[src/pulse_origin_pkg.sv]
/*
  Shared constants and types for the pulse output and origin search channel:
  register offsets, control and status layouts, search states and timing counts.
  Assumes a 250 MHz system clock and a 32-bit AXI4-Lite register bus.
*/
package pulse_origin_pkg;

  // register map, byte addresses
  localparam int ADDR_W = 4;
  localparam logic [3:0] ADDR_CTRL = 4'h0;
  localparam logic [3:0] ADDR_PERIOD = 4'h4;
  localparam logic [3:0] ADDR_STATUS = 4'h8;
  localparam logic [3:0] ADDR_POS = 4'hc;

  // control word, bit 0 upward: pulse_dir_mode, origin_mode[2:1], run, dir_cw, search_cw, cw_limit, ccw_limit
  typedef struct packed {
    logic ccw_limit;      // copied in by the program each scan
    logic cw_limit;       // copied in by the program each scan
    logic search_cw;      // origin search travel direction, 1 = clockwise
    logic dir_cw;         // manual travel direction, 1 = clockwise
    logic run;            // manual pulse output enable
    logic [1:0] origin_mode;
    logic pulse_dir_mode; // 0 = cw/ccw lines, 1 = step plus direction
  } ctrl_t;
  localparam int CTRL_W = 8;
  localparam ctrl_t CTRL_RESET = ctrl_t'(8'h00);
  localparam int START_BIT = 8; // write-one pulse, reads zero

  // half period of the step train in clock cycles
  localparam int PERIOD_W = 16;
  localparam logic [15:0] PERIOD_RESET = 16'h0064;

  // status word, bit 5 downward
  typedef struct packed {
    logic fault;
    logic done;
    logic settling;
    logic clearing;
    logic seeking;
    logic moving;
  } status_t;
  localparam int STATUS_W = 6;

  typedef enum logic [2:0] {
    S_IDLE = 3'b000,
    S_SEEK = 3'b001,
    S_CLEAR = 3'b010,
    S_SETTLE = 3'b011,
    S_DONE = 3'b100,
    S_FAULT = 3'b101
  } search_state_t;

  // origin search operation modes
  localparam logic [1:0] MODE_PLAIN = 2'h0;
  localparam logic [1:0] MODE_CLEAR = 2'h1;
  localparam logic [1:0] MODE_SETTLE = 2'h2;

  // error clear pulse width, least time rounded up
  localparam int CLK_PERIOD_NS = 4;
  localparam int ERR_CLEAR_NS = 2000;
  localparam int ERR_CLEAR_CYC = (ERR_CLEAR_NS + CLK_PERIOD_NS - 1) / CLK_PERIOD_NS;
  localparam int CLR_CNT_W = 10;

  localparam logic [1:0] RESP_OKAY = 2'h0;
  localparam logic [1:0] RESP_SLVERR = 2'h2;

endpackage : pulse_origin_pkg

[src/pulse_origin_io.sv]
/*
  One pulse output channel with origin search, behind an AXI4-Lite slave.
  Assumes all line inputs are already synchronous to aclk and that the program
  copies the limit sensors into the control word every scan.
*/
// Chosen here: the AXI4-Lite slave port and the placing of the registers.
// Functional notes
// in cw/ccw mode clockwise pulses go out on the cw line and counter-clockwise pulses on the ccw line.
// in step plus direction mode the step train goes on the step line and the direction level on the other.
// a pulse output stays off whenever no pulses are being produced.
// the direction line off means counter-clockwise and on means clockwise.
// the program samples the cw and ccw limit sensors and copies them into the limit bits every scan.
// in mode 0 the origin is fixed at the rising edge of the origin input.
// in mode 0 the error clear output stays unused and the positioning done input is ignored.
// in mode 1 the error clear output turns on when the origin is fixed at an origin rising edge.
// mode 2 works as mode 1 and also waits on the drive's positioning done input to finish the search.
// in mode 2 the search does not finish before positioning done is seen from the drive.
// in mode 2 the drive holds positioning done off while moving and on once stopped.
`timescale 1ns/1ps
module pulse_origin_io (
  input wire logic aclk,                   // 250 MHz system clock
  input wire logic aresetn,                // synchronous reset, active low
  input wire logic ce,                     // clock enable, freezes all state when low
  input wire logic [3:0] s_axi_awaddr,     // write address
  input wire logic s_axi_awvalid,          // write address valid
  output logic s_axi_awready,              // write address ready
  input wire logic [31:0] s_axi_wdata,     // write data
  input wire logic [3:0] s_axi_wstrb,      // write byte strobes
  input wire logic s_axi_wvalid,           // write data valid
  output logic s_axi_wready,               // write data ready
  output logic [1:0] s_axi_bresp,          // write response
  output logic s_axi_bvalid,               // write response valid
  input wire logic s_axi_bready,           // write response ready
  input wire logic [3:0] s_axi_araddr,     // read address
  input wire logic s_axi_arvalid,          // read address valid
  output logic s_axi_arready,              // read address ready
  output logic [31:0] s_axi_rdata,         // read data
  output logic [1:0] s_axi_rresp,          // read response
  output logic s_axi_rvalid,               // read data valid
  input wire logic s_axi_rready,           // read data ready
  input wire logic origin_in_line,         // origin sensor or phase-z
  input wire logic origin_proximity_line,  // origin proximity sensor
  input wire logic positioning_done_line,  // drive positioning completed
  output logic step_pulse_line,            // step train, step plus direction mode
  output logic cw_pulse_line,              // clockwise pulses, cw/ccw mode
  output logic ccw_or_direction_line,      // ccw pulses or direction level
  output logic error_clear_line            // drive error counter reset
);

  pulse_origin_pkg::ctrl_t ctrl_q;
  logic [15:0] period_q;
  logic start_q;
  pulse_origin_pkg::search_state_t state_q;
  logic [9:0] clr_cnt_q;
  logic err_q;
  logic origin_prev_q;
  logic prox_seen_q;
  logic [15:0] div_q;
  logic phase_q;
  logic [31:0] pos_q;
  logic step_q, cw_q, ccw_dir_q;
  logic aw_have_q, w_have_q, bvalid_q, rvalid_q;
  logic [3:0] aw_addr_q;
  logic [31:0] w_data_q, rdata_q;
  logic [3:0] w_strb_q;
  logic [1:0] bresp_q, rresp_q;
  logic seeking, manual_ok, dir_act, blocked, moving, half_hit, step_rise, origin_rise, fix, write_fire;
  pulse_origin_pkg::status_t status;

  // bus handshakes; nothing is taken while the clock enable is low
  assign s_axi_awready = ce && !aw_have_q && !bvalid_q;
  assign s_axi_wready = ce && !w_have_q && !bvalid_q;
  assign s_axi_arready = ce && !rvalid_q;
  assign s_axi_bvalid = bvalid_q;
  assign s_axi_bresp = bresp_q;
  assign s_axi_rvalid = rvalid_q;
  assign s_axi_rresp = rresp_q;
  assign s_axi_rdata = rdata_q;
  assign write_fire = aw_have_q && w_have_q && !bvalid_q;

  // line outputs come straight from flops
  assign step_pulse_line = step_q;
  assign cw_pulse_line = cw_q;
  assign ccw_or_direction_line = ccw_dir_q;
  assign error_clear_line = err_q;

  // motion decision: search travel overrides manual run, limits stop travel into them
  always_comb begin
    seeking = (state_q == pulse_origin_pkg::S_SEEK);
    manual_ok = (state_q == pulse_origin_pkg::S_IDLE) || (state_q == pulse_origin_pkg::S_DONE) ||
                (state_q == pulse_origin_pkg::S_FAULT);
    dir_act = seeking ? ctrl_q.search_cw : ctrl_q.dir_cw;
    blocked = dir_act ? ctrl_q.cw_limit : ctrl_q.ccw_limit;
    moving = (seeking || (manual_ok && ctrl_q.run)) && !blocked;
    half_hit = ({1'b0, div_q} + 17'h00001) >= {1'b0, period_q};
    step_rise = moving && half_hit && !phase_q;
    origin_rise = origin_in_line && !origin_prev_q;
    fix = seeking && prox_seen_q && origin_rise && !blocked;
    status = '{fault: state_q == pulse_origin_pkg::S_FAULT, done: state_q == pulse_origin_pkg::S_DONE,
               settling: state_q == pulse_origin_pkg::S_SETTLE, clearing: err_q, seeking: seeking,
               moving: moving};
  end

  // write address and data are caught independently, then applied together
  always_ff @(posedge aclk) begin
    if (!aresetn) begin
      aw_have_q <= 1'b0;
      w_have_q <= 1'b0;
      aw_addr_q <= 4'h0;
      w_data_q <= 32'h00000000;
      w_strb_q <= 4'h0;
      bvalid_q <= 1'b0;
      bresp_q <= pulse_origin_pkg::RESP_OKAY;
    end else if (ce) begin
      if (s_axi_awvalid && s_axi_awready) begin
        aw_have_q <= 1'b1;
        aw_addr_q <= s_axi_awaddr;
      end
      if (s_axi_wvalid && s_axi_wready) begin
        w_have_q <= 1'b1;
        w_data_q <= s_axi_wdata;
        w_strb_q <= s_axi_wstrb;
      end
      if (write_fire) begin
        aw_have_q <= 1'b0;
        w_have_q <= 1'b0;
        bvalid_q <= 1'b1;
        case (aw_addr_q)
          pulse_origin_pkg::ADDR_CTRL, pulse_origin_pkg::ADDR_PERIOD,
          pulse_origin_pkg::ADDR_STATUS, pulse_origin_pkg::ADDR_POS: bresp_q <= pulse_origin_pkg::RESP_OKAY;
          default: bresp_q <= pulse_origin_pkg::RESP_SLVERR;
        endcase
      end else if (bvalid_q && s_axi_bready) begin
        bvalid_q <= 1'b0;
      end
    end
  end

  // software registers; start is a one-cycle pulse from a write of one
  always_ff @(posedge aclk) begin
    if (!aresetn) begin
      ctrl_q <= pulse_origin_pkg::CTRL_RESET;
      period_q <= pulse_origin_pkg::PERIOD_RESET;
      start_q <= 1'b0;
    end else if (ce) begin
      start_q <= 1'b0;
      if (write_fire && aw_addr_q == pulse_origin_pkg::ADDR_CTRL) begin
        if (w_strb_q[0]) begin
          ctrl_q <= pulse_origin_pkg::ctrl_t'(w_data_q[pulse_origin_pkg::CTRL_W-1:0]);
        end
        start_q <= w_strb_q[1] && w_data_q[pulse_origin_pkg::START_BIT];
      end
      if (write_fire && aw_addr_q == pulse_origin_pkg::ADDR_PERIOD) begin
        if (w_strb_q[0]) begin
          period_q[7:0] <= w_data_q[7:0];
        end
        if (w_strb_q[1]) begin
          period_q[15:8] <= w_data_q[15:8];
        end
      end
    end
  end

  // read port, answer one cycle after the address is taken
  always_ff @(posedge aclk) begin
    if (!aresetn) begin
      rvalid_q <= 1'b0;
      rdata_q <= 32'h00000000;
      rresp_q <= pulse_origin_pkg::RESP_OKAY;
    end else if (ce) begin
      if (s_axi_arvalid && s_axi_arready) begin
        rvalid_q <= 1'b1;
        rresp_q <= pulse_origin_pkg::RESP_OKAY;
        case (s_axi_araddr)
          pulse_origin_pkg::ADDR_CTRL: rdata_q <= {24'h000000, ctrl_q};
          pulse_origin_pkg::ADDR_PERIOD: rdata_q <= {16'h0000, period_q};
          pulse_origin_pkg::ADDR_STATUS: rdata_q <= {26'h0000000, status};
          pulse_origin_pkg::ADDR_POS: rdata_q <= pos_q;
          default: begin
            rdata_q <= 32'h00000000;
            rresp_q <= pulse_origin_pkg::RESP_SLVERR;
          end
        endcase
      end else if (rvalid_q && s_axi_rready) begin
        rvalid_q <= 1'b0;
      end
    end
  end

  // step generator: half-period divider, phase forced low when idle
  always_ff @(posedge aclk) begin
    if (!aresetn) begin
      div_q <= 16'h0000;
      phase_q <= 1'b0;
    end else if (ce) begin
      if (!moving) begin
        div_q <= 16'h0000;
        phase_q <= 1'b0;
      end else if (half_hit) begin
        div_q <= 16'h0000;
        phase_q <= !phase_q;
      end else begin
        div_q <= div_q + 16'h0001;
      end
    end
  end

  // output routing by pulse mode
  always_ff @(posedge aclk) begin
    if (!aresetn) begin
      step_q <= 1'b0;
      cw_q <= 1'b0;
      ccw_dir_q <= 1'b0;
    end else if (ce) begin
      step_q <= ctrl_q.pulse_dir_mode && moving && phase_q;
      cw_q <= !ctrl_q.pulse_dir_mode && moving && phase_q && dir_act;
      if (ctrl_q.pulse_dir_mode) begin
        ccw_dir_q <= dir_act;
      end else begin
        ccw_dir_q <= moving && phase_q && !dir_act;
      end
    end
  end

  // present position, zeroed where the origin is fixed
  always_ff @(posedge aclk) begin
    if (!aresetn) begin
      pos_q <= 32'h00000000;
    end else if (ce) begin
      if (fix) begin
        pos_q <= 32'h00000000;
      end else if (step_rise) begin
        pos_q <= dir_act ? pos_q + 32'h00000001 : pos_q - 32'h00000001;
      end
    end
  end

  // origin edge and proximity tracking
  always_ff @(posedge aclk) begin
    if (!aresetn) begin
      origin_prev_q <= 1'b0;
      prox_seen_q <= 1'b0;
    end else if (ce) begin
      origin_prev_q <= origin_in_line;
      if (start_q) begin
        prox_seen_q <= 1'b0;
      end else if (seeking && origin_proximity_line) begin
        prox_seen_q <= 1'b1;
      end
    end
  end

  // origin search sequence and error clear pulse
  always_ff @(posedge aclk) begin
    if (!aresetn) begin
      state_q <= pulse_origin_pkg::S_IDLE;
      clr_cnt_q <= 10'h000;
      err_q <= 1'b0;
    end else if (ce) begin
      case (state_q)
        pulse_origin_pkg::S_IDLE, pulse_origin_pkg::S_DONE, pulse_origin_pkg::S_FAULT: begin
          if (start_q) begin
            state_q <= pulse_origin_pkg::S_SEEK;
          end
        end
        pulse_origin_pkg::S_SEEK: begin
          if (blocked) begin
            state_q <= pulse_origin_pkg::S_FAULT;
          end else if (fix && ctrl_q.origin_mode == pulse_origin_pkg::MODE_PLAIN) begin
            state_q <= pulse_origin_pkg::S_DONE;
          end else if (fix) begin
            state_q <= pulse_origin_pkg::S_CLEAR;
            clr_cnt_q <= 10'h000;
            err_q <= 1'b1;
          end
        end
        pulse_origin_pkg::S_CLEAR: begin
          if (clr_cnt_q == 10'(pulse_origin_pkg::ERR_CLEAR_CYC - 1)) begin
            err_q <= 1'b0;
            if (ctrl_q.origin_mode == pulse_origin_pkg::MODE_SETTLE) begin
              state_q <= pulse_origin_pkg::S_SETTLE;
            end else begin
              state_q <= pulse_origin_pkg::S_DONE;
            end
          end else begin
            clr_cnt_q <= clr_cnt_q + 10'h001;
          end
        end
        pulse_origin_pkg::S_SETTLE: begin
          if (positioning_done_line) begin
            state_q <= pulse_origin_pkg::S_DONE;
          end
        end
        default: state_q <= pulse_origin_pkg::S_IDLE;
      endcase
    end
  end

  // checks, all but settle_hold_a assuming ce high around the checked window
  localparam int CLR_A = pulse_origin_pkg::ERR_CLEAR_CYC;
endmodule : pulse_origin_io

[config.mk]
export PLATFORM = sky130hd
export DESIGN_NAME = pulse_origin_io
export DESIGN_NICKNAME = d
export VERILOG_FILES = /design/src/pulse_origin_pkg.sv /design/src/pulse_origin_io.sv
export SDC_FILE = /design/constraint.sdc
export NUM_CORES = 1
export LEC_CHECK = 0
export BUFFER_PORTS_ARGS = -buffer_cell sky130_fd_sc_hd__clkbuf_2
export CELL_PAD_IN_SITES_DETAIL_PLACEMENT = 1
export CELL_PAD_IN_SITES_GLOBAL_PLACEMENT = 1
export CORE_MARGIN = 5
export CORE_UTILIZATION = 44
export CTS_CLUSTER_DIAMETER = 200
export CTS_CLUSTER_SIZE = 14
export DETAILED_ROUTE_END_ITERATION = 8
export PLACE_DENSITY = 0.79
export SYNTH_ARGS = -nofsm -noshare
export SYNTH_HDL_FRONTEND = slang
export SYNTH_SLANG_ARGS = --single-unit
[constraint.sdc]
create_clock -name aclk -period 4.5 [get_ports aclk]
set_input_delay 0.225 -clock aclk [delete_from_list [all_inputs] [get_ports aclk]]
set_output_delay 0.225 -clock aclk [all_outputs]
set_load 0.01 [all_outputs]
## Word-level counts from Yosys, hierarchy flattened

Cells that the tools add are included.

- Logic and storage cells: 176
- Register bits: 155
- Input bits: 55
- Output and inout bits: 45

- $lt $le $gt $ge: 1
- Equality and inequality tests: 22
- Reductions and logical operators: 75
- Add/subtract/negate cells: 5
- Mux-type cells: 42

Operators by type and width:

| cell | count |
|---|---|
| 32-bit case mux with 4 select lines | 1 |
| 32-bit 2-to-1 mux | 3 |
| 10-bit 2-to-1 mux | 4 |
| 32-bit by 1-bit adder with 32-bit output (second input constant) | 1 |
| 1-bit logical AND | 32 |
| 16-bit 2-to-1 mux | 2 |
| 32-bit by 1-bit subtractor with 32-bit output (second input constant) | 1 |
| 2-bit AND reduction | 11 |
| 3-bit 2-to-1 mux | 7 |
| 1-bit 2-to-1 mux | 20 |
| 10-bit case mux with 2 select lines | 1 |
| 16-bit by 1-bit adder with 17-bit output (second input constant) | 1 |
| 17-bit by 16-bit greater-or-equal comparator with 1-bit output | 1 |
| 16-bit by 1-bit adder with 16-bit output (second input constant) | 1 |
| 4-bit equality test (second input constant) | 4 |
| 2-bit nonzero test | 7 |
| 2-bit != test (second input constant) | 6 |
| 3-bit case mux with 4 select lines | 1 |
| 6-bit AND reduction | 2 |
| 10-bit by 1-bit adder with 10-bit output (second input constant) | 1 |
| 10-bit by 9-bit equality test with 1-bit output (second input constant) | 1 |
| 1-bit zero test | 9 |
| 3-bit AND reduction | 3 |
| 4-bit by 3-bit equality test with 1-bit output (second input constant) | 2 |
| 15 further kinds | 23 |

## Depth between registers and ports, before layout

- Word-level depth: 10
- Depth in mapped cells: 20
- Gate-level depth less buffers: 18

## Worst setup path before layout

Ideal clock, no wire load.

- Path type: flip-flop to flip-flop
- Start point: register state_q[2]
- End point: register pos_q[31]
- Setup slack: 0.970 ns
- Period minus slack after synthesis: 3.530 ns
- Buffers on the path: 0
- Arrival time: 3.406 ns
- Library setup time: 0.124 ns
- Cell stages (with the launch flop): 15
- Data required time: 4.376 ns
- Path through: dfxtp_1 nor3b_4 mux2_4 inv_4 ha_1 and4_1 or3b_2 a2bb2oi_1 o211ai_1 nand2_1 o31ai_1 a31o_2 o2111a_1 a221o_1 a31oi_1

- Longest elaborated chain between the ends: 10
- Elaborated cells on any way between the ends: 22
- Those cells by class: eq/ne (3); mux (5); reduce/logical (14)

RTL lines:

| element | RTL line | text |
|---|---|---|
| from (decl) | pulse_origin_io.sv:53 | `pulse_origin_pkg::search_state_t state_q;` |
| from (signal assigned) | pulse_origin_io.sv:256 | `state_q <= pulse_origin_pkg::S_IDLE;` |
| from (signal assigned) | pulse_origin_io.sv:263 | `state_q <= pulse_origin_pkg::S_SEEK;` |
| from (signal assigned) | pulse_origin_io.sv:268 | `state_q <= pulse_origin_pkg::S_FAULT;` |
| 3-bit equality test or 3-bit zero test (tied branches) | pulse_origin_io.sv:90 | `manual_ok = (state_q == pulse_origin_pkg::S_IDLE) \|\| (state_q == pulse_origin_pkg::S_DONE) \|\|` |
| 1-bit logical OR (2 in a row) | pulse_origin_io.sv:90 |  |
| 1-bit logical AND | pulse_origin_io.sv:94 | `moving = (seeking \|\| (manual_ok && ctrl_q.run)) && !blocked;` |
| 1-bit logical OR | pulse_origin_io.sv:94 |  |
| 1-bit logical AND | pulse_origin_io.sv:94 |  |
| 1-bit logical AND (2 in a row) | pulse_origin_io.sv:96 | `step_rise = moving && half_hit && !phase_q;` |
| 2-bit nonzero test (no line) | -- |  |
| 2-bit AND reduction (no line) | -- |  |
| to (signal assigned) | pulse_origin_io.sv:233 | `pos_q <= dir_act ? pos_q + 32'h00000001 : pos_q - 32'h00000001;` |
| to (decl) | pulse_origin_io.sv:60 | `logic [31:0] pos_q;` |

Parallel ways exist; a longest one is shown, timed or not. The select of a mux whose other input is x is not followed.
A chain may end at the register's enable or synchronous reset.

## Final worst setup path

Same ends and word-level chain as after synthesis.

==> results.toml <==
[synthesis]
post_synth_num_cell_types = 68
synth.yosys.warnings = 0
postSynthRegisterBits = 153
yosysSeqAreaShare_pct = 35.7
synth_enable_flop_cells = 0
mappedNetlistArea_mm2 = 0.00857
synthCells = 1027
post_synth_arst_share_pct = 0
post_synthesis_area_per_instance_um2 = 8.35
yosys_most_used_dff = "dfxtp_1"

[clocking]
clk_pin_slew_ns = 0.07
cts_resized = 0
cts_tree = "done"
cts_inserted_buffers = 17
total_clock_sinks = 153
post_cts.repair.setup_buffers = 0
h-tree-depth = 4
hold_buffers = 0
worstSkewPairLatency_ns = 0.44
clockRootBuffer = "clkbuf_16"
clk_path_buf_depth = 2

[placement]
post-place-cells = 1337
gp_congestion = 0.847
post-dp-hpwl_um = 17400
portBuffers = 79
post-place-ws_ns = 0.462

[pwr]
power.share.switching_pct = 25.6
power.density_mw_per_mm2 = 297
combinational_power_share_pct = 4.1
vdd_drop_max_mv = 0.288
internal-power_mw = 2.16
switching_power_mw = 0.742
clockPowerShare_pct = 48.4
seqPwrFrac_pct = 47.5
static-leakage-power_nw = 4.17

[die]
total_die_area_mm2 = 0.0224
placementRows = 51
io_pins = 100
floorplan.initialDensity_pct = 44.3
die_h_um = 150
fp.dieW_um = 150
core_region_area_mm2 = 0.0193

[finish]
antenna_cells_inserted = 0
fin_util_pct = 50.5
most_common_library_cell_in_the_layout_ignoring_fill_and_taps = "dfxtp_1"
fin_cells = 1369
area_growth_pct = 14.0
final_layout_size_suffix_gt1_share_pct = 12.9
final_cell_mix = "153 x dfxtp_1, 137 x nand2_1, 78 x clkbuf_2, 65 x a21oi_1, 59 x nor2b_1"
final_net_count = 1195

[setup_path]
crit_type = "flip-flop to flip-flop"
timing.critical_path.required_ns = 4.86
timing.critical_path.cells = "nor3b_4 > mux2_4 > inv_4 > ha_1 > a21o_1 > a21o_1 > a2111oi_0 > o211ai_1 > nand2_1 > o31ai_1 > buf_4 > a31o_2 > o2111a_1 > a221o_1 > a31oi_1"
timing.critical_path.to_type = "flip-flop"
slowest_delay_ns = 0.43
crit_path_top_delay_cell = "a2111oi_0"
worst-path-max-fanout = 23
crit_path_frequent_cell = "a21o_1"
timing.critical_path.from_type = "flip-flop"
crit_path_buf_inv_count = 2
critical-path-top-delay-family = "compound AO/OA/AOI/OAI gates"
critical_path_arrival_ns = 4.43

[timing]
drv_slew = 0
worst_slew_pin_slew_ns = 1.22
final.period_utilization_pct = 90.5
final-hold-violation-count = 0
fin_setup_tns_ns = 0
worst_case_setup_margin_in_the_final_layout_ns = 0.429
slew_headroom_pct = 18.1
finalCriticalPeriod_ns = 4.07
final-setup-viol-count = 0
timing.clock.skew_ns = 0.00823
grt_setup_unrepaired = "no"
maxClockFrequency_mhz = 246

[route]
firstDrtPassIters = 5
total_length_of_routed_wires_um = 24500
antenna_violating_nets_post_route = 0
vias = 7589
detail_route.drc_violations = 0
routed_via_density = 5.54
drtIter0Drc = 264
avgRoutedWirePerCell_um = 17.9

[run]
drv_cap = 0

[grt]
grt_max_degree = 88
antenna_found_initial = 0
grt_first_pass_wirelength_um = 40400
grt_util_all_layers_pct = 22.5
globalRoute.totalOverflow = 0
vias_in_the_first_global_route = 7840

[status]
status = "finished, final reports clean"

[worst_hold_path]
hold_crit_class = "input port to flip-flop"
## kinds of logic (layout without fill, tap and decap cells)
family	after synthesis	in the layout	synth area share, %
mux	42	42	5.11
flops	153	153	35.7
simple gates	386	386	22.2
fa+ha+maj	49	49	7.24
other cells	1	2	0.0438
compound gates	266	266	20.7
xor+xnor	51	51	5.21
buf+inv	79	155	3.71
## power groups by stage
| stage | clock, mW | combinational, mW | sequential, mW |
|---|---|---|---|
| 4_1_cts | 1.43 | 0.120 | 1.38 |
| 3_3_place_gp | 0 | 0.117 | 1.41 |
| 2_1_floorplan | 0 | 0.0756 | 1.41 |
| 5_1_grt | 1.50 | 0.132 | 1.38 |
| 3_5_place_dp | 0 | 0.120 | 1.41 |
| 6_report | 1.40 | 0.118 | 1.38 |
## per-stage QoR
stage	hold slack (ns)	area (µm²)	total power [mW]
finish	0.0149	9770	2.90
global route	0.00800	9770	3.01
CTS	0.00847	9770	2.93
detailed placement	0.461	9200	1.53
global placement	0.452	9200	1.53
floorplan	0.370	8570	1.48
## worst reg2reg max path, cell delays in order, from the launching register on
cell and delay, ns:
dfxtp_1 0.41, nor3b_4 0.34, mux2_4 0.38, inv_4 0.25, ha_1 0.37, a21o_1 0.22
a21o_1 0.19, a2111oi_0 0.43, o211ai_1 0.20, nand2_1 0.19, o31ai_1 0.09, buf_4 0.16
a31o_2 0.24, o2111a_1 0.12, a221o_1 0.25, a31oi_1 0.14
## path summary, 6_finish.rpt
kind	slack, ns	end	depth (start not counted)	startpoint
worst min register to register	0.46	s_axi_rdata[18]	2	s_axi_rdata[18]
worst min-delay path	0.01	w_data_q[2]	3	s_axi_wdata[2]
worst max-delay path	0.43	pos_q[31]	15	state_q[2]
worst max register to register	0.43	pos_q[31]	15	state_q[2]
## registers in the layout (all words and copies together) (netlist names), 2 cells and up
name	count
w_strb_q	2
aw_addr_q	4
period_q	16
div_q	16
pos_q	32
w_data_q	16
clr_cnt_q	10
ctrl_q	8
state_q	3
s_axi_rdata	32
## layout make-up
type,count,area [µm²]
Fill cell,2331,9560
Clock inverter,14,131
Clock buffer,18,439
Tap cell,265,332
Multi-Input combinational cell,796,5190
Inverter,31,119
Timing Repair Buffer,92,495
Sequential cell,153,3060
## layer usage
layer	vias up	wire length, µm	GRT usage [%]
li1	3754	-	-
met1	3646	11300	29.1
met2	146	11700	37.7
met3	43	937	4.48
met4	0	563	7.51
met5	-	0	0
## cells in the mapped netlist (24+ instances only)
| master | count | share of area (%) |
|---|---|---|
| nor2b_1 | 59 | 4.3 |
| nand3_1 | 48 | 2.8 |
| a22oi_1 | 25 | 2.2 |
| nand2_1 | 137 | 6.0 |
| dfxtp_1 | 153 | 36 |
| o21ai_0 | 36 | 2.1 |
| a21boi_0 | 48 | 4.2 |
| mux2i_1 | 40 | 4.7 |
| nor2_1 | 50 | 2.2 |
| inv_1 | 30 | 1.3 |
| xor2_1 | 24 | 2.5 |
| clkbuf_1 | 38 | 1.7 |
| ha_1 | 48 | 7.0 |
| a21o_1 | 27 | 2.4 |
| a21oi_1 | 65 | 3.8 |
| xnor2_1 | 27 | 2.8 |
Power figures use the tool's default switching activity.
